===== config.mk =====
export PLATFORM = sky130hd
export DESIGN_NAME = occ_top
export DESIGN_NICKNAME = d
export VERILOG_FILES = /design/src/pkg/occ_pkg.sv /design/src/verilog/occ_top.sv /design/src/verilog/occ_refdiv.sv
export VERILOG_INCLUDE_DIRS = /design/src /design/src/pkg
export SDC_FILE = /design/constraint.sdc
export NUM_CORES = 1
export LEC_CHECK = 0
export ABC_AREA = 1
export BUFFER_PORTS_ARGS = -buffer_cell sky130_fd_sc_hd__buf_2
export CAP_MARGIN = 15
export CORE_MARGIN = 3
export CORE_UTILIZATION = 25
export CTS_BUF_LIST = sky130_fd_sc_hd__clkbuf_4 sky130_fd_sc_hd__clkbuf_8
export DETAILED_ROUTE_END_ITERATION = 8
export SLEW_MARGIN = 5
export SYNTH_ARGS = -nofsm -noshare
export SYNTH_HDL_FRONTEND = slang
export SYNTH_SLANG_ARGS = --single-unit

===== constraint.sdc =====
create_clock -name clk_i -period 2.4 [get_ports clk_i]
set_input_delay 0.12 -clock clk_i [delete_from_list [all_inputs] [get_ports clk_i]]
set_output_delay 0.12 -clock clk_i [all_outputs]
set_load 0.02 [all_outputs]

===== src/pkg/occ_params.svh =====
`ifndef OCC_PARAMS_SVH
`define OCC_PARAMS_SVH
// ----------------------------------------------------------------
// register word indices (byte address = 4 * index)
// ----------------------------------------------------------------
`define OCC_IDX_OSC     4'h0
`define OCC_IDX_DIV     4'h1
`define OCC_IDX_FBD     4'h2
`define OCC_IDX_REF     4'h3
`define OCC_IDX_STS     4'h4
`define OCC_IDX_CLR     4'h5
`define OCC_IDX_IEN     4'h6
`define OCC_IDX_KEY     4'h7
// ----------------------------------------------------------------
// field positions
// ----------------------------------------------------------------
`define OCC_OSC_ACT     14:12
`define OCC_OSC_REQ     10:8
`define OCC_OSC_CLK     7
`define OCC_OSC_IOL     6
`define OCC_OSC_LCK     5
`define OCC_OSC_CF      3
`define OCC_OSC_SWE     0
`define OCC_DIV_ROI     15
`define OCC_DIV_CPU_SLOW_RATIO    14:12
`define OCC_DIV_CPU_SLOW_ENABLE   11
`define OCC_DIV_PRE     4:0
`define OCC_FBD_MULT    8:0
`define OCC_REF_ON      15
`define OCC_REF_SLP     13
`define OCC_REF_SEL     12
`define OCC_REF_DIV     11:8
`define OCC_IRQ_W       4
`define OCC_IRQ_SW      0
`define OCC_IRQ_LCK     1
`define OCC_IRQ_CF      2
`define OCC_IRQ_CPU_SLOW_RATIO    3
// ----------------------------------------------------------------
// reset values, keys and timing
// ----------------------------------------------------------------
`define OCC_RST_MULT    9'h030
`define OCC_PLL_OFS     10'h002
`define OCC_PRE_OFS     6'h02
`define OCC_KEY1        8'h46
`define OCC_KEY2        8'h57
`define OCC_SW_TIME_NS  400
`define OCC_LOCK_TIME_US 200
`define OCC_CLK_NS      40
`endif


===== src/pkg/occ_pkg.sv =====
package occ_pkg;
    typedef enum logic [2:0] {
        OCC_SRC_FRC  = 3'b000,
        OCC_SRC_FRCP = 3'b001,
        OCC_SRC_PRI  = 3'b010,
        OCC_SRC_PRIP = 3'b011,
        OCC_SRC_RSV  = 3'b100,
        OCC_SRC_LOW_POWER_RC_SOURCE = 3'b101,
        OCC_SRC_D16  = 3'b110,
        OCC_SRC_DN   = 3'b111
    } occ_src_t;
    typedef enum logic [0:0] {OCC_SW_IDLE = 1'b0, OCC_SW_WAIT = 1'b1} occ_sw_t;
    typedef enum logic [1:0] {
        OCC_KEY_NONE = 2'b00, OCC_KEY_HALF = 2'b01, OCC_KEY_ARMED = 2'b10
    } occ_key_t;
    typedef struct packed {
        logic       fail1, fail2, mon1, mon2, plk1, plk2, pri1, pri2, pri3;
        logic [2:0] cfg1, cfg2;
        logic       init;
        occ_src_t   act, req;
        logic       clock_config_lock, pin_map_lock, lock, cf, switch_enable, trap;
        occ_sw_t    sw;
        logic [7:0] sw_cnt;
        logic [15:0] lk_cnt;
        logic       recover_on_irq, cpu_slow_enable;
        logic [2:0] cpu_slow_ratio;
        logic [4:0] pre;
        logic [8:0] mult;
        logic [5:0] in_div;
        logic [9:0] fb_mult;
        logic       ref_out_enable, rossl, rosel;
        logic [3:0] ref_out_divider;
        logic [3:0] sts, ien;
        occ_key_t   key;
        logic       ack, irq;
        logic [15:0] dat;
    } occ_state_t;
endpackage


===== src/verilog/occ_top.sv =====
// Behaviour
// - active source field reports current oscillator
// - requested source writable, loaded from configuration
// - lock bit plus monitor setting freezes configuration
// - pin map lock bit stored and driven
// - PLL status set when locked or timed
// - writing fail flag one acts as failure
// - oscillator writes need the unlock sequence
// - PLL input divide equals prescale plus two
// - slow ratio writes ignored while slowed
// - slow enable refused when ratio is zero
// - interrupt clears slow enable when recovering
`timescale 1ns/10ps
`default_nettype none
`include "occ_params.svh"
module occ_top
    import occ_pkg::*;
#(
    parameter int SW_CYCLES   = (`OCC_SW_TIME_NS + `OCC_CLK_NS - 1) / `OCC_CLK_NS,
    parameter int LOCK_CYCLES = (`OCC_LOCK_TIME_US * 1000 + `OCC_CLK_NS - 1) / `OCC_CLK_NS
) (
    // clock, enable, reset
    input  wire logic        clk_i,
    input  wire logic        ce_i,
    input  wire logic        rst_i,
    // wishbone slave
    input  wire logic        cyc_i,
    input  wire logic        stb_i,
    input  wire logic        we_i,
    input  wire logic [5:0]  adr_i,
    input  wire logic [3:0]  sel_i,
    input  wire logic [31:0] dat_i,
    output logic [31:0]      dat_o,
    output logic             ack_o,
    // configuration and oscillator pins
    input  wire logic [2:0]  requested_source_cfg_i,
    input  wire logic        switch_monitor_cfg_i,
    input  wire logic        osc_fail_i,
    input  wire logic        pll_lock_i,
    input  wire logic        primary_osc_i,
    // core side
    input  wire logic        irq_event_i,
    input  wire logic        sleep_i,
    // clock control outputs
    output logic [2:0]       active_source_sel_o,
    output logic [4:0]       pll_input_prescale_o,
    output logic [5:0]       pll_input_div_o,
    output logic [8:0]       pll_feedback_mult_o,
    output logic [9:0]       pll_mult_factor_o,
    output logic             pll_locked_o,
    output logic [2:0]       cpu_slow_ratio_o,
    output logic             cpu_slow_enable_o,
    output logic             pin_map_lock_o,
    output logic             osc_fail_trap_o,
    output logic             ref_clk_o,
    output logic             irq_o
);
    localparam int SW_BND = 300;

    occ_state_t r;
    occ_state_t n;
    logic [15:0] rd16;
    logic [15:0] wd;
    logic        wr;
    logic        osc_wr;
    logic        osc_ok;
    logic        cfg_lk;
    logic        pll_on;
    logic        new_cpu_slow_enable;
    logic [3:0]  ev;
    logic [3:0]  clr;

    // ----------------------------------------------------------------
    // register read view
    // ----------------------------------------------------------------
    always_comb begin
        rd16 = 16'h0000;
        case (adr_i[5:2])
            `OCC_IDX_OSC: begin
                rd16[`OCC_OSC_ACT] = r.act;
                rd16[`OCC_OSC_REQ] = r.req;
                rd16[`OCC_OSC_CLK] = r.clock_config_lock;
                rd16[`OCC_OSC_IOL] = r.pin_map_lock;
                rd16[`OCC_OSC_LCK] = r.lock;
                rd16[`OCC_OSC_CF]  = r.cf;
                rd16[`OCC_OSC_SWE] = r.switch_enable;
            end
            `OCC_IDX_DIV: begin
                rd16[`OCC_DIV_ROI]   = r.recover_on_irq;
                rd16[`OCC_DIV_CPU_SLOW_RATIO]  = r.cpu_slow_ratio;
                rd16[`OCC_DIV_CPU_SLOW_ENABLE] = r.cpu_slow_enable;
                rd16[`OCC_DIV_PRE]   = r.pre;
            end
            `OCC_IDX_FBD: rd16[`OCC_FBD_MULT] = r.mult;
            `OCC_IDX_REF: begin
                rd16[`OCC_REF_ON]  = r.ref_out_enable;
                rd16[`OCC_REF_SLP] = r.rossl;
                rd16[`OCC_REF_SEL] = r.rosel;
                rd16[`OCC_REF_DIV] = r.ref_out_divider;
            end
            `OCC_IDX_STS: rd16[`OCC_IRQ_W-1:0] = r.sts;
            `OCC_IDX_IEN: rd16[`OCC_IRQ_W-1:0] = r.ien;
            default: rd16 = 16'h0000;
        endcase
    end

    // byte lanes 0 and 1 carry the 16-bit registers; unselected lanes keep old bits
    assign wd[7:0]  = sel_i[0] ? dat_i[7:0] : rd16[7:0];
    assign wd[15:8] = sel_i[1] ? dat_i[15:8] : rd16[15:8];
    // writes land on the edge where the master sees ack
    assign wr     = cyc_i && stb_i && we_i && r.ack;
    assign osc_wr = wr && (adr_i[5:2] == `OCC_IDX_OSC);
    assign osc_ok = osc_wr && (r.key == OCC_KEY_ARMED);
    assign cfg_lk = r.clock_config_lock && r.mon2;
    assign pll_on = (r.act == OCC_SRC_FRCP) || (r.act == OCC_SRC_PRIP);
    assign clr    = (wr && adr_i[5:2] == `OCC_IDX_CLR) ? wd[`OCC_IRQ_W-1:0] : 4'h0;

    // ----------------------------------------------------------------
    // next state
    // ----------------------------------------------------------------
    always_comb begin
        n = r;
        ev = 4'h0;
        new_cpu_slow_enable = r.cpu_slow_enable;
        // two-stage synchronisers for pins from other clocks
        n.fail1 = osc_fail_i;
        n.fail2 = r.fail1;
        n.mon1  = switch_monitor_cfg_i;
        n.mon2  = r.mon1;
        n.plk1  = pll_lock_i;
        n.plk2  = r.plk1;
        n.pri1  = primary_osc_i;
        n.pri2  = r.pri1;
        n.pri3  = r.pri2;
        n.cfg1  = requested_source_cfg_i;
        n.cfg2  = r.cfg1;
        // configuration is taken once the synchroniser has filled
        if (r.init) begin
            n.init = 1'b0;
            n.req  = occ_src_t'(r.cfg2);
            n.act  = occ_src_t'(r.cfg2);
        end
        // bus slave: one wait state, ack drops after one cycle
        n.ack = cyc_i && stb_i && !r.ack;
        n.dat = rd16;
        // unlock sequence; any other write disarms it
        if (wr) begin
            n.key = OCC_KEY_NONE;
            if (adr_i[5:2] == `OCC_IDX_KEY) begin
                if (wd[7:0] == `OCC_KEY1) begin
                    n.key = OCC_KEY_HALF;
                end else if (wd[7:0] == `OCC_KEY2 && r.key == OCC_KEY_HALF) begin
                    n.key = OCC_KEY_ARMED;
                end
            end
        end
        if (osc_ok) begin
            if (!cfg_lk) begin
                n.req     = occ_src_t'(wd[`OCC_OSC_REQ]);
                n.clock_config_lock = wd[`OCC_OSC_CLK];
                if (wd[`OCC_OSC_SWE]) begin
                    n.switch_enable = 1'b1;
                end
            end
            n.pin_map_lock = wd[`OCC_OSC_IOL];
            n.cf     = wd[`OCC_OSC_CF];
        end
        if (wr && adr_i[5:2] == `OCC_IDX_DIV) begin
            n.recover_on_irq = wd[`OCC_DIV_ROI];
            if (!r.cpu_slow_enable) begin
                n.cpu_slow_ratio = wd[`OCC_DIV_CPU_SLOW_RATIO];
            end
            new_cpu_slow_enable = wd[`OCC_DIV_CPU_SLOW_ENABLE] && (n.cpu_slow_ratio != 3'h0);
            if (!cfg_lk) begin
                n.pre = wd[`OCC_DIV_PRE];
            end
        end
        if (wr && adr_i[5:2] == `OCC_IDX_FBD && !cfg_lk) begin
            n.mult = wd[`OCC_FBD_MULT];
        end
        if (wr && adr_i[5:2] == `OCC_IDX_REF) begin
            n.ref_out_enable  = wd[`OCC_REF_ON];
            n.rossl = wd[`OCC_REF_SLP];
            n.rosel = wd[`OCC_REF_SEL];
            n.ref_out_divider = wd[`OCC_REF_DIV];
        end
        if (wr && adr_i[5:2] == `OCC_IDX_IEN) begin
            n.ien = wd[`OCC_IRQ_W-1:0];
        end
        // an interrupt overrides a same-cycle write of the enable
        if (r.recover_on_irq && irq_event_i && new_cpu_slow_enable) begin
            new_cpu_slow_enable = 1'b0;
            ev[`OCC_IRQ_CPU_SLOW_RATIO] = 1'b1;
        end
        n.cpu_slow_enable = new_cpu_slow_enable;
        // hardware failure wins over a software clear
        if (r.fail2) begin
            n.cf = 1'b1;
        end
        n.trap = n.cf && !r.cf;
        ev[`OCC_IRQ_CF] = n.trap;
        // clock switch sequencer
        case (r.sw)
            OCC_SW_IDLE: begin
                n.sw_cnt = 8'h00;
                if (r.switch_enable && !r.init) begin
                    // a reserved target is dropped rather than switched to
                    if (r.req == OCC_SRC_RSV) begin
                        n.switch_enable = 1'b0;
                    end else begin
                        n.sw = OCC_SW_WAIT;
                    end
                end
            end
            OCC_SW_WAIT: begin
                if (r.sw_cnt == 8'(SW_CYCLES - 1)) begin
                    n.act   = r.req;
                    n.switch_enable = 1'b0;
                    n.sw    = OCC_SW_IDLE;
                    ev[`OCC_IRQ_SW] = 1'b1;
                end else begin
                    n.sw_cnt = r.sw_cnt + 8'h01;
                end
            end
            default: n.sw = OCC_SW_IDLE;
        endcase
        // lock timer restarts on source or divider change
        if (!pll_on || n.act != r.act || n.pre != r.pre || n.mult != r.mult) begin
            n.lk_cnt = 16'h0000;
            n.lock   = 1'b0;
        end else begin
            if (r.lk_cnt != 16'(LOCK_CYCLES)) begin
                n.lk_cnt = r.lk_cnt + 16'h0001;
            end
            n.lock = r.plk2 || (r.lk_cnt == 16'(LOCK_CYCLES));
        end
        ev[`OCC_IRQ_LCK] = n.lock && !r.lock;
        n.in_div  = {1'b0, n.pre} + `OCC_PRE_OFS;
        n.fb_mult = {1'b0, n.mult} + `OCC_PLL_OFS;
        // sticky status: an event in the clear cycle survives
        n.sts = (r.sts & ~clr) | ev;
        n.irq = |(n.sts & n.ien);
    end

    always_ff @(posedge clk_i) begin
        if (rst_i) begin
            r         <= '0;
            r.init    <= 1'b1;
            r.mult    <= `OCC_RST_MULT;
            r.in_div  <= `OCC_PRE_OFS;
            r.fb_mult <= {1'b0, `OCC_RST_MULT} + `OCC_PLL_OFS;
            // config pins keep shifting through reset, so init sees the real setting
            r.cfg1    <= requested_source_cfg_i;
            r.cfg2    <= r.cfg1;
        end else if (ce_i) begin
            r <= n;
        end
    end

    // ----------------------------------------------------------------
    // reference output divider
    // ----------------------------------------------------------------
    occ_refdiv #(
        .DIV_W (15)
    ) u_refdiv (
        .clk_i     (clk_i),
        .rst_i     (rst_i),
        .ce_i      (ce_i),
        .enable_i  (r.ref_out_enable && (!sleep_i || r.rossl)),
        .tick_i    (r.rosel ? (r.pri2 && !r.pri3) : 1'b1),
        .div_i     (r.ref_out_divider),
        .ref_clk_o (ref_clk_o)
    );

    assign dat_o                = {16'h0000, r.dat};
    assign ack_o                = r.ack;
    assign active_source_sel_o  = r.act;
    assign pll_input_prescale_o = r.pre;
    assign pll_input_div_o      = r.in_div;
    assign pll_feedback_mult_o  = r.mult;
    assign pll_mult_factor_o    = r.fb_mult;
    assign pll_locked_o         = r.lock;
    assign cpu_slow_ratio_o     = r.cpu_slow_ratio;
    assign cpu_slow_enable_o    = r.cpu_slow_enable;
    assign pin_map_lock_o       = r.pin_map_lock;
    assign osc_fail_trap_o      = r.trap;
    assign irq_o                = r.irq;
endmodule
`default_nettype wire


===== src/verilog/occ_refdiv.sv =====
`timescale 1ns/10ps
`default_nettype none
`include "occ_params.svh"
module occ_refdiv #(
    parameter int DIV_W = 15
) (
    // clock and reset
    input  wire logic       clk_i,
    input  wire logic       rst_i,
    input  wire logic       ce_i,
    // control
    input  wire logic       enable_i,
    input  wire logic       tick_i,
    input  wire logic [3:0] div_i,
    // output
    output logic            ref_clk_o
);
    logic [DIV_W-1:0] cnt;
    logic             next_out;

    always_comb begin
        if (!enable_i) begin
            next_out = 1'b0;
        end else if (div_i == 4'h0) begin
            next_out = tick_i;
        end else begin
            next_out = cnt[div_i - 4'h1];
        end
    end

    // counter bit k toggles every 2^k ticks, so bit code-1 divides by 2^code
    always_ff @(posedge clk_i) begin
        if (rst_i) begin
            cnt       <= '0;
            ref_clk_o <= 1'b0;
        end else if (ce_i) begin
            cnt       <= enable_i ? (tick_i ? cnt + DIV_W'(1) : cnt) : '0;
            ref_clk_o <= next_out;
        end
    end
endmodule
`default_nettype wire


==> key figures, run 1 <==
STA
  – Worst slew margin relative to its limit: 61.0%
  – Highest clock frequency the design can meet: 0.415 GHz
  – Post-route setup slack: -0.00682 ns
  – Unrepaired setup endpoints after global routing: yes
  – Final Hold Vio Count: 0
  – Max-slew violation count: 0
  – Number of setup violations in the final report: 2
  – Worst-case clock skew: 0.0193 ns
  – Worst hold slack across all endpoints: 0.0468 ns
  – Crit share post-route: 100%
  – Minimum period implied by the final worst setup slack: 2.41 ns
  – Transition time at the pin with the least slew margin: 0.580 ns

Global route
  – Global-route wire length before repair: 37800 µm
  – Overflow left after global routing: 0
  – Met1 track utilization from global routing: 20.4%
  – Global routing met3 resource utilization: 3.10%
  – Pin count of the biggest net entering global routing: 36
  – Vias in the first global route: 7001
  – Global routing usage on met2: 21.2%
  – Busiest grt layer: met2
  – Initial antenna violation count: 0
  – All-layer global routing usage: 14.3%

Clocking
  – Number of clock sinks: 137
  – Worst-path clk slew: 0.08 ns
  – Clock tree from TritonCTS: yes
  – Clock Latency Late Sink: 0.46 ns
  – CTS HTree Levels: 4
  – Number of buffers inserted during clock tree synthesis: 17
  – Number of buffers between clock root and the deepest sink: 2
  – Clock Root Buffer: sky130_fd_sc_hd__clkbuf_8

Routing
  – Avg Vias per Cell: 4.69
  – Iteration-0 DRC Markers: 559
  – Drt first pass iters: 6
  – Total via count in the routed design: 7627
  – Number of antenna-violating nets in the routed design: 0
  – Routed wire length: 24100 µm
  – Count of unresolved DRC violations after routing: 0
  – Routed length per placed instance: 14.8 µm

Worst setup path
  – Required time of the critical path: 2.78 ns
  – Critical R2R Capture: r[81]$_SDFFE_PP0P_
  – Crit path from: r[87]$_SDFFE_PP0P_
  – Startpoint Class: flip-flop
  – WP data arrival: 2.79 ns
  – Reg-to-reg slack, setup: -0.007 ns
  – Classification of the worst setup path: reg2reg
  – Largest fanout on the critical path: 8
  – Worst Reg2Reg Path Length in Cells: 19
  – Reg-to-reg critical path startpoint: r[87]$_SDFFE_PP0P_
  – Kind of end point of the critical path: flip-flop

Power
  – PD cells: 523 nW/µm²
  – Maximum vdd ir drop: 263 µV
  – Overall power consumption: 4.87 mW
  – Static Leakage: 4.01 nW

Cells and area
  – Commonest non-fill, non-tap cell in the layout: sky130_fd_sc_hd__nand2_1
  – Number of inserted diodes: 0
  – Proportion of layout cells with a drive suffix above 1: 21.7%
  – Net total in the final layout: 1289
  – Commonest non-fill, non-tap cells in the layout: sky130_fd_sc_hd__nand2_1, sky130_fd_sc_hd__inv_1, sky130_fd_sc_hd__dfxtp_1
  – Area grow syn2layout: 20.9%

Min path
  – Hold path depth: 5
  – Beginning of the worst hold path: dat_i[13]
  – Classification of the worst-slack hold path: in2reg
  – Endpoint of the worst hold path: r[33]$_SDFFE_PP0P_

Yosys
  – Combinational family with the most area after synthesis: simple AND/OR/NAND/NOR gates
  – Xor/xnor cell area share of the yosys netlist: 2.39%
  – Share of the synthesized area in compound gates (AO/OA/AOI/OAI): 16.5%
  – Flops & latches, synth: 137
  – Count of flip-flops with a built-in enable after synthesis: 6
  – Distinct cell type count after synthesis: 44
  – Synthesized netlist cell count: 1114
  – Post-synthesis cell area: 7710 µm²
  – Adder and majority gate portion of the synthesized area: 1.30%
  – Count of synthesis-stage warnings from yosys: 0
  – Portion of netlist area occupied by mux cells: 0%
  – Sequential fraction of the synthesis area: 36.4%
  – Synth async-reset ratio: 0%
  – Dominant register cell in the synthesized netlist: sky130_fd_sc_hd__dfxtp_1
  – Area fraction in and, or, nand and nor cells after synthesis: 27.6%
  – Top post-synthesis cells by area: sky130_fd_sc_hd__dfxtp_1, sky130_fd_sc_hd__nand2_1, sky130_fd_sc_hd__buf_4
  – Biggest area consumer among synthesized cells: sky130_fd_sc_hd__dfxtp_1
  – Post-Syn Area per Cell: 6.92 µm²
  – Area share of the largest cell type after synthesis: 34.0%

Status
  – Result of the run: finished, violations left
  – Failing checks: setup timing

Floorplanning
  – Ports: 132
  – Die area: 33000 µm²
  – Std cell rows: 63
  – Initial standard-cell utilization of the core: 25.7%
  – Horizontal extent of the die: 182 µm
  – Core area: 30000 µm²
  – Chip height: 182 µm

Run
  – Max-cap check violation count: 0

Place
  – HPWL after detailed placement: 18100 µm
  – Weighted congestion reported at the end of routability-driven placement: 0.931
  – Input/output buffers: 95
cell families after synthesis:
| family | Yosys count |
|---|---|
| simple gates | 470 |
| buf+inv | 253 |
| compound gates | 224 |
| flops | 137 |
| xor+xnor | 21 |
| fa+ha+maj | 8 |
| other cells | 1 |
worst max path at each step:
stage	endpoint	depth (start not counted)
final	r[81]$_SDFFE_PP0P_	19
after global routing	r[76]$_SDFFE_PP0P_	18
after CTS	r[85]$_SDFFE_PP0P_	17
after detailed placement	pll_mult_factor_o[7]$_SDFFE_PP0P_	18
after global placement	pll_mult_factor_o[7]$_SDFFE_PP0P_	18
after floorplan	pll_mult_factor_o[7]$_SDFFE_PP0P_	16
synthesized netlist by cell type (23+ instances only):
library cell	n
sky130_fd_sc_hd__inv_1	137
sky130_fd_sc_hd__clkbuf_1	29
sky130_fd_sc_hd__nand3_1	92
sky130_fd_sc_hd__nand4_1	36
sky130_fd_sc_hd__dfxtp_1	131
sky130_fd_sc_hd__nor3_1	23
sky130_fd_sc_hd__nor2_1	86
sky130_fd_sc_hd__o21ai_0	88
sky130_fd_sc_hd__a21oi_1	75
sky130_fd_sc_hd__nand2_1	193
sky130_fd_sc_hd__buf_4	71
layer usage:
metal,up-vias,share of wire [%]
met3,37,7.0
li1,3844,-
met2,261,42
met4,0,2.5
met1,3485,48
met5,-,0
what timing repair did:
action	in CTS	in global routing
endpoints found under the setup margin	4	25
setup buffers	0	5
hold endpoints to repair	11	0
gates cloned	0	1
pin swaps	0	27
resized for setup	1	29
hold buffers	11	0
critical path, cell delays in order, from the launching register on:
cell,delay (ns)
sky130_fd_sc_hd__dfxtp_2,0.35
sky130_fd_sc_hd__inv_2,0.05
sky130_fd_sc_hd__ha_4,0.15
sky130_fd_sc_hd__nand2_4,0.06
sky130_fd_sc_hd__nor2_4,0.05
sky130_fd_sc_hd__nand2_2,0.10
sky130_fd_sc_hd__nand2_2,0.06
sky130_fd_sc_hd__nand2_2,0.08
sky130_fd_sc_hd__nand2_2,0.05
sky130_fd_sc_hd__nor2_2,0.12
sky130_fd_sc_hd__buf_6,0.12
sky130_fd_sc_hd__nand2_2,0.04
sky130_fd_sc_hd__nor2_1,0.09
sky130_fd_sc_hd__nand3_1,0.09
sky130_fd_sc_hd__nor2_2,0.12
sky130_fd_sc_hd__nand3_2,0.14
sky130_fd_sc_hd__nor2_4,0.25
sky130_fd_sc_hd__clkbuf_16,0.19
sky130_fd_sc_hd__nand4_1,0.08
sky130_fd_sc_hd__a21oi_1,0.14
power breakdown:
| group | switching, mW | internal, mW | total (mW) |
|---|---|---|---|
| combinational | 0.361 | 0.203 | 0.564 |
| sequential | 0.0276 | 2.34 | 2.36 |
| clock | 0.939 | 1.00 | 1.94 |
registers in the layout, indices dropped and copies added, names as in the netlist:
name / flops
r: 57
dat_o: 16
u_refdiv.cnt: 15
pll_feedback_mult_o: 9
pll_mult_factor_o: 9
n: 8
pll_input_div_o: 5
pll_input_prescale_o: 5
active_source_sel_o: 3
cpu_slow_ratio_o: 3
ack_o: 1
cpu_slow_enable_o: 1
irq_o: 1
osc_fail_trap_o: 1
pin_map_lock_o: 1
pll_locked_o: 1
u_refdiv.ref_clk_o: 1
area by class of cell:
cell class / count / area [µm²]
Fill cell: 3218 / 20700
Multi-Input combinational cell: 739 / 3830
Sequential cell: 137 / 2810
Timing Repair Buffer: 180 / 1230
Inverter: 149 / 559
Tap cell: 390 / 488
Clock buffer: 24 / 324
Clock inverter: 8 / 82.6
per-stage QoR:
stage | worst slack (ns) | cells | util (%) | setup TNS [ns] | cell area, µm²
after floorplan | 0.105 | 1129 | - | 0 | 7760
after global routing | -0.214 | 1627 | 31.0 | -3.46 | 9320
final | -0.00682 | 1627 | 31.0 | -0.00869 | 9320
after detailed placement | -0.0214 | 1578 | 28.8 | -0.0214 | 8640
after global placement | 0.0163 | 1578 | 28.8 | 0 | 8640
after CTS | 0.0111 | 1621 | 30.5 | 0 | 9160
No activity file was read; power rests on OpenSTA's default activity.
==> run 2, diff against run 1 <==
SKIP_CTS_REPAIR_TIMING = 1   (was default)
SYNTH_HIERARCHICAL = 1   (was default)
==> run 2 against run 1 <==
The run still ends with setup timing left. Cell area rose by 4.2%. Synthesized cell count grew 3.4%. Count of clock-buffer cells in the layout shrank 3. Sequential cell count did not move. Worst setup slack worse by 0.10 ns. Highest routed layer unchanged. First-iteration DRC count rose by 18%. Register-to-register slack got worse by 0.10 ns. Core utilization grew 0.48 points. Critical path depth unchanged. Critical path type unchanged. Sequential power hardly changed. Clock skew fell by 0.0032 ns. Combinational power up 8.5%.
==> key figures, run 2 <==
Cells and area
  – Register containing the most flip-flops in the final layout: r
  – Number of inserted diodes: 0 (unchanged)
  – Proportion of layout cells with a drive suffix above 1: 23.8% (+2.2 points)
  – Net total in the final layout: 1353 (+5.0%)
  – Commonest non-fill, non-tap cells in the layout: sky130_fd_sc_hd__nand2_1, sky130_fd_sc_hd__inv_1, sky130_fd_sc_hd__dfxtp_1
  – Number of flip-flops under the largest register name: 57 (unchanged)
  – Fillers: 3298 (+2.5%)
  – Area grow syn2layout: 23.2%
  – Commonest non-fill, non-tap cell in the layout: sky130_fd_sc_hd__nand2_1

Clocking
  – Clock Latency Late Sink: 0.46 ns (about the same)
  – Clock tree from TritonCTS: yes
  – Number of buffers inserted during clock tree synthesis: 17 (unchanged)
  – Number of clock sinks: 137 (unchanged)
  – Number of buffers between clock root and the deepest sink: 2 (unchanged)
  – Worst-path clk slew: 0.08 ns (about the same)
  – CTS HTree Levels: 4 (unchanged)
  – Clock Root Buffer: sky130_fd_sc_hd__clkbuf_8

Global route
  – All-layer global routing usage: 14.3% (-0.028 points)
  – Initial antenna violation count: 1 (+1)
  – Pin count of the biggest net entering global routing: 37 (+2.8%)
  – Vias in the first global route: 7293 (+4.2%)
  – Overflow left after global routing: 0 (unchanged)
  – Global-route wire length before repair: 38300 µm (+1.2%)

Floorplanning
  – Horizontal extent of the die: 184 µm (+1.1%)
  – Ports: 132 (unchanged)
  – Initial standard-cell utilization of the core: 25.6% (-0.10 points)
  – Core area: 30800 µm² (+2.7%)
  – Std cell rows: 64 (+1.6%)
  – Chip height: 184 µm (+1.1%)
  – Die area: 33700 µm² (+2.2%)

Yosys
  – Count of synthesis-stage warnings from yosys: 6 (+6)
  – Area fraction in and, or, nand and nor cells after synthesis: 29.3% (+1.7 points)
  – Post-Syn Area per Cell: 6.84 µm² (-1.1%)
  – Combinational family with the most area after synthesis: simple AND/OR/NAND/NOR gates
  – Dominant register cell in the synthesized netlist: sky130_fd_sc_hd__dfxtp_1
  – Distinct cell type count after synthesis: 49 (+11%)
  – Top post-synthesis cells by area: sky130_fd_sc_hd__dfxtp_1, sky130_fd_sc_hd__nand2_1, sky130_fd_sc_hd__inv_1
  – Most common cell in the synthesized netlist: sky130_fd_sc_hd__nand2_1
  – Flops & latches, synth: 137 (unchanged)
  – Area share of the largest cell type after synthesis: 33.3% (-0.75 points)
  – Synthesized netlist cell count: 1152 (+3.4%)
  – Top cells by instance count after synthesis: sky130_fd_sc_hd__nand2_1, sky130_fd_sc_hd__inv_1, sky130_fd_sc_hd__dfxtp_1
  – Xor/xnor cell area share of the yosys netlist: 1.89% (-0.50 points)
  – Synth async-reset ratio: 0% (unchanged)
  – Biggest area consumer among synthesized cells: sky130_fd_sc_hd__dfxtp_1
  – Post-synthesis cell area: 7880 µm² (+2.2%)
  – Sequential fraction of the synthesis area: 35.6% (-0.80 points)
  – Share of the synthesized area in compound gates (AO/OA/AOI/OAI): 15.3% (-1.2 points)
  – Portion of netlist area occupied by mux cells: 0.254% (+0.25 points)
  – Adder and majority gate portion of the synthesized area: 1.43% (+0.13 points)
  – Count of flip-flops with a built-in enable after synthesis: 6 (unchanged)

Worst setup path
  – Max stage delay cell, worst path: sky130_fd_sc_hd__dfxtp_2
  – Crit path cell chain: inv_2, ha_4, nand2_2, nor2_4, nand2_4, nand2_2, nand3_2, nor2_2, nand2_1, nor2_2, nand2_1, nor2_1, nand3_1, nor2_2, nand2_2, o21ai_4, clkbuf_16, nand2_1, a21oi_1
  – Largest fanout on the critical path: 8 (unchanged)
  – Kind of end point of the critical path: flip-flop
  – Delay of the slowest cell on the worst path: 0.33 ns (-0.02 ns)
  – WP data arrival: 2.89 ns (+0.10 ns)
  – Startpoint Class: flip-flop
  – Crit path max-delay family: simple AND/OR/NAND/NOR gates
  – Bufs and invs on worst path: 2 (-1)
  – Classification of the worst setup path: reg2reg
  – Required time of the critical path: 2.78 ns (about the same)

Power
  – Maximum vdd ir drop: 341 µV (+29%)
  – Static Leakage: 4.36 nW (+8.8%)
  – PD cells: 521 nW/µm² (-0.36%)

Place
  – Input/output buffers: 95 (unchanged)
  – HPWL after detailed placement: 18500 µm (+1.7%)
  – Minimum setup slack after placement: -0.0734 ns (-0.0520 ns)
  – Weighted congestion reported at the end of routability-driven placement: 0.902 (-3.2%)

Routing
  – Routed length per placed instance: 14.4 µm (-2.6%)
  – Total via count in the routed design: 7863 (+3.1%)
  – Routed wire length: 24400 µm (+1.6%)
  – Iteration-0 DRC Markers: 660 (+18%)
  – Number of antenna-violating nets in the routed design: 0 (unchanged)
  – Count of unresolved DRC violations after routing: 0 (unchanged)
  – Avg Vias per Cell: 4.64 (-1.1%)
  – Drt first pass iters: 5 (-1)

STA
  – Minimum period implied by the final worst setup slack: 2.51 ns (+0.103 ns)
  – Max-slew violation count: 0 (unchanged)
  – Worst slew margin relative to its limit: 61.3% (+0.31 points)
  – Setup total negative slack: -0.834 ns (-0.825 ns)
  – Worst-case clock skew: 0.0162 ns (-0.00316 ns)
  – Number of setup violations in the final report: 16 (+14)
  – Crit share post-route: 105% (+4.3 points)
  – Final Hold Vio Count: 0 (unchanged)
  – Transition time at the pin with the least slew margin: 0.579 ns (-0.00144 ns)
  – Unrepaired setup endpoints after global routing: yes
  – Post-route setup slack: -0.110 ns (-0.103 ns)
  – Highest clock frequency the design can meet: 0.398 GHz (-4.1%)

Status
  – Failing checks: setup timing
  – Result of the run: finished, violations left

Min path
  – Classification of the worst-slack hold path: in2reg

Run
  – Max-cap check violation count: 0 (unchanged)
run 2: cell count changes in the layout (fill, tap and decap cells not counted), sizes merged, moves of 5 or more:
cell and change:
inv +12, a31oi +5, nand3 -8, buf +25, nand2 +61, o21ai -8
a21oi -16
run 2: logic make-up (layout without fill, tap and decap cells):
family | Yosys count | in the layout
AND/OR/NAND/NOR | 513 | 513
adder cells (fa/ha/maj) | 9 | 9
AO/OA/AOI/OAI | 207 | 207
other | 1 | 16
multiplexers | 2 | 2
flip-flops | 137 | 137
XOR/XNOR | 17 | 17
buffers and inverters | 266 | 399
run 2: final cells by class:
| type | count | area [µm²] | area share, % |
|---|---|---|---|
| Timing Repair Buffer | 203 | 1380 | 14.2 |
| Clock inverter | 11 | 148 | 1.52 |
| Multi-Input combinational cell | 764 | 3990 | 41.1 |
| Clock buffer | 21 | 277 | 2.85 |
| Sequential cell | 137 | 2810 | 28.9 |
| Tap cell | 396 | 495 | 5.10 |
| Inverter | 164 | 618 | 6.37 |
run 2: path summary, 6_finish.rpt:
check / start / endpoint / slack [ns] / cells past startpoint
max: r[87]$_SDFFE_PP0P_ / r[74]$_SDFFE_PP0P_ / -0.11 / 19
min: dat_i[9] / r[29]$_SDFFE_PP0P_ / 0.007 / 3
max reg2reg: r[87]$_SDFFE_PP0P_ / r[74]$_SDFFE_PP0P_ / -0.11 / 19
min reg2reg: pll_input_div_o[1]$_SDFFE_PP1P_ / pll_input_div_o[1]$_SDFFE_PP1P_ / 0.46 / 2
run 2: worst reg2reg max path: stages (launching register included):
cell and delay, ns:
sky130_fd_sc_hd__dfxtp_2 0.33, sky130_fd_sc_hd__inv_2 0.07, sky130_fd_sc_hd__ha_4 0.13, sky130_fd_sc_hd__nand2_2 0.06
sky130_fd_sc_hd__nor2_4 0.14, sky130_fd_sc_hd__nand2_4 0.09, sky130_fd_sc_hd__nand2_2 0.08, sky130_fd_sc_hd__nand3_2 0.06
sky130_fd_sc_hd__nor2_2 0.09, sky130_fd_sc_hd__nand2_1 0.07, sky130_fd_sc_hd__nor2_2 0.18, sky130_fd_sc_hd__nand2_1 0.07
sky130_fd_sc_hd__nor2_1 0.08, sky130_fd_sc_hd__nand3_1 0.09, sky130_fd_sc_hd__nor2_2 0.15, sky130_fd_sc_hd__nand2_2 0.11
sky130_fd_sc_hd__o21ai_4 0.23, sky130_fd_sc_hd__clkbuf_16 0.21, sky130_fd_sc_hd__nand2_1 0.05, sky130_fd_sc_hd__a21oi_1 0.14
run 2: routing by layer:
metal,global-route usage (%),routed length (µm)
met1,19.3,11300
met5,0,0
met4,3.99,287
met2,23.0,11300
met3,3.17,1590
run 2: power breakdown:
group | leakage [nW] | switching [mW] | total, mW | internal (mW)
Clock | 0.205 | 0.970 | 2.07 | 1.10
Sequential | 1.12 | 0.0306 | 2.37 | 2.34
Combinational | 3.03 | 0.379 | 0.612 | 0.233
Total | 4.36 | 1.38 | 5.06 | 3.68
run 2: through the flow:
stage	total power, mW	instance area [µm²]	util, %	hold WS [ns]	cells
floorplan	2.76	7940	-	0.189	1167
global placement	2.98	9020	29.2	0.324	1651
detailed placement	2.99	9020	29.2	0.328	1651
CTS	5.06	9440	30.6	-0.171	1683
global route	5.27	9710	31.5	0.00300	1696
finish	5.06	9710	31.5	0.00748	1696
==> run 3, diff against run 2 <==
CTS_BUF_LIST = sky130_fd_sc_hd__clkbuf_8   (was sky130_fd_sc_hd__clkbuf_4 sky130_fd_sc_hd__clkbuf_8)
PLACE_DENSITY = 0.53   (was default)
==> run 3 against run 2 <==
The run still ends with setup timing left. Global-route usage fell by 0.057 points. Combinational power shrank 3.6%. Worst hold slack better by 0.0046 ns. First-iteration DRC count shrank 23%. Sequential cell count stayed put. Clock skew is 0.0029 ns lower.
==> key figures, run 3 (synthesized netlist as in run 2, its figures left out) <==
Status
  – Result of the run: finished, violations left
  – Failing checks: setup timing

Cells and area
  – Proportion of layout cells with a drive suffix above 1: 23.7% (-0.17 points)
  – Commonest non-fill, non-tap cell in the layout: sky130_fd_sc_hd__nand2_1
  – Area grow syn2layout: 23.8%
  – Number of flip-flops under the largest register name: 57 (unchanged)
  – Number of inserted diodes: 0 (unchanged)
  – Area of all placed cells without fillers: 9750 µm² (+0.43%)
  – Net total in the final layout: 1354 (+0.074%)
  – Register containing the most flip-flops in the final layout: r
  – Commonest non-fill, non-tap cells in the layout: sky130_fd_sc_hd__nand2_1, sky130_fd_sc_hd__inv_1, sky130_fd_sc_hd__dfxtp_1
  – Number of standard cells in the layout, taps in and fillers out: 1697 (+0.059%)

Floorplanning
  – Std cell rows: 64 (unchanged)
  – Initial standard-cell utilization of the core: 25.6% (unchanged)
  – Horizontal extent of the die: 184 µm (unchanged)
  – Chip height: 184 µm (unchanged)
  – Die area: 33700 µm² (unchanged)
  – Ports: 132 (unchanged)
  – Core area: 30800 µm² (unchanged)

STA
  – Crit share post-route: 104% (-0.74 points)
  – Post-route setup slack: -0.0917 ns (+0.0178 ns)
  – Transition time at the pin with the least slew margin: 0.644 ns (+0.0652 ns)
  – Highest clock frequency the design can meet: 0.401 GHz (+0.72%)
  – Number of setup violations in the final report: 16 (unchanged)
  – Minimum period implied by the final worst setup slack: 2.49 ns (-0.0178 ns)
  – Worst hold slack across all endpoints: 0.0121 ns (+0.00457 ns)
  – Worst slew margin relative to its limit: 56.9% (-4.4 points)
  – Max-slew violation count: 0 (unchanged)
  – Worst-case clock skew: 0.0133 ns (-0.00287 ns)
  – Unrepaired setup endpoints after global routing: yes
  – Final Hold Vio Count: 0 (unchanged)

Place
  – Input/output buffers: 95 (unchanged)
  – Placed cell area: 9040 µm² (+0.31%)
  – Weighted congestion reported at the end of routability-driven placement: 0.844 (-6.4%)
  – Count of placed standard cells including taps: 1653 (+0.12%)
  – HPWL after detailed placement: 18300 µm (-0.94%)

Routing
  – Count of unresolved DRC violations after routing: 0 (unchanged)
  – Drt first pass iters: 6 (+1)
  – Iteration-0 DRC Markers: 510 (-23%)
  – Routed wire length: 24200 µm (-1.0%)
  – Routed length per placed instance: 14.3 µm (-1.1%)
  – Avg Vias per Cell: 4.58 (-1.2%)
  – Total via count in the routed design: 7770 (-1.2%)
  – Number of antenna-violating nets in the routed design: 0 (unchanged)

Worst setup path
  – WP data arrival: 2.88 ns (about the same)
  – Critical R2R Capture: r[84]$_SDFFE_PP0P_
  – Startpoint Class: flip-flop
  – Reg-to-reg slack, setup: -0.09 ns (+0.02 ns)
  – Classification of the worst setup path: reg2reg
  – Reg-to-reg critical path startpoint: r[87]$_SDFFE_PP0P_
  – Kind of end point of the critical path: flip-flop
  – Required time of the critical path: 2.79 ns (about the same)
  – Largest fanout on the critical path: 8 (unchanged)
  – Worst Reg2Reg Path Length in Cells: 19 (unchanged)

Global route
  – Overflow left after global routing: 0 (unchanged)
  – Initial antenna violation count: 0 (-1)
  – All-layer global routing usage: 14.2% (-0.057 points)
  – Vias in the first global route: 7378 (+1.2%)
  – Pin count of the biggest net entering global routing: 35 (-5.4%)
  – Global-route wire length before repair: 38300 µm (-0.11%)

Power
  – Static Leakage: 4.42 nW (+1.4%)
  – PD cells: 511 nW/µm² (-1.9%)
  – Maximum vdd ir drop: 360 µV (+5.8%)
  – Overall power consumption: 4.98 mW (-1.5%)

Clocking
  – Number of buffers between clock root and the deepest sink: 2 (unchanged)
  – Number of clock sinks: 137 (unchanged)
  – CTS HTree Levels: 4 (unchanged)
  – Clock tree from TritonCTS: yes
  – Worst-path clk slew: 0.08 ns (about the same)
  – Clock Root Buffer: sky130_fd_sc_hd__clkbuf_8
  – Number of buffers inserted during clock tree synthesis: 17 (unchanged)
  – Clock Latency Late Sink: 0.46 ns (about the same)

Min path
  – Endpoint of the worst hold path: r[34]$_SDFFE_PP0P_
  – Hold path depth: 3 (unchanged)
  – Beginning of the worst hold path: dat_i[15]
  – Classification of the worst-slack hold path: in2reg

Run
  – Max-cap check violation count: 0 (unchanged)
[run 3: cell types whose count changed in the layout (fill, tap and decap cells not counted), sizes merged]
cell and change:
inv +4, clkinv +2, buf +1, bufinv +1, clkbuf -4, clkinvlp -3
[run 3: final cells by class]
cell class | instances | area [µm²]
multi-input combinational | 764 | 4030
inverter | 164 | 618
clock buffer | 17 | 234
clock inverter | 15 | 168
fill | 3330 | 21100
timing repair buffer | 204 | 1400
tap | 396 | 495
sequential | 137 | 2810
[run 3: power by group]
part	internal (mW)	leakage, nW	switching (mW)
combinational	0.221	3.08	0.369
sequential	2.34	1.13	0.0350
clock	1.10	0.214	0.917
total	3.66	4.42	1.32
[run 3: critical path, cell delays in order (launching register included)]
cell and delay (ns):
sky130_fd_sc_hd__dfxtp_2 0.33, sky130_fd_sc_hd__inv_2 0.07, sky130_fd_sc_hd__ha_4 0.14, sky130_fd_sc_hd__nand2_4 0.05, sky130_fd_sc_hd__nor2_4 0.12, sky130_fd_sc_hd__nand2_4 0.10, sky130_fd_sc_hd__nand2_4 0.08, sky130_fd_sc_hd__nand3_2 0.06
sky130_fd_sc_hd__nor2_2 0.12, sky130_fd_sc_hd__nand2_2 0.07, sky130_fd_sc_hd__nor2_4 0.14, sky130_fd_sc_hd__nand2_2 0.06, sky130_fd_sc_hd__nor2_2 0.09, sky130_fd_sc_hd__nand3_1 0.09, sky130_fd_sc_hd__nor2_2 0.15, sky130_fd_sc_hd__nand2_2 0.12
sky130_fd_sc_hd__o21ai_4 0.23, sky130_fd_sc_hd__clkbuf_16 0.21, sky130_fd_sc_hd__nand2_4 0.05, sky130_fd_sc_hd__a21oi_2 0.12
[run 3: how the worst max path moves through the flow]
stage | start | endpoint | slack, ns | depth (start not counted)
finish | r[87]$_SDFFE_PP0P_ | r[84]$_SDFFE_PP0P_ | -0.09 | 19
global route | r[87]$_SDFFE_PP0P_ | r[84]$_SDFFE_PP0P_ | -0.26 | 19
CTS | r[87]$_SDFFE_PP0P_ | r[83]$_SDFFE_PP0P_ | -0.14 | 18
detailed placement | r[87]$_SDFFE_PP0P_ | r[83]$_SDFFE_PP0P_ | -0.1 | 18
global placement | adr_i[2] | r[82]$_SDFFE_PP0P_ | -0.05 | 18
floorplan | ack_o$_SDFFE_PP0P_ | pll_mult_factor_o[7]$_SDFFE_PP0P_ | 0.08 | 15
[run 3: through the flow]
stage          setup TNS (ns)  util, %  setup WS [ns]
6_report               -0.772     31.6        -0.0917
4_1_cts                 -1.76     30.6         -0.137
3_5_place_dp            -1.21     29.3        -0.0967
3_3_place_gp           -0.598     29.3        -0.0530
5_1_grt                 -3.80     31.6         -0.264
2_1_floorplan               0        -         0.0805
[run 3: routing by layer]
layer  up-vias  wire length [µm]  global-route usage [%]
met2       197             11100                    23.2
met1      3595             11500                    19.1
met5         -                 0                       0
met3        18              1290                    2.83
met4         0               382                    4.33
li1       3960                 -                       -
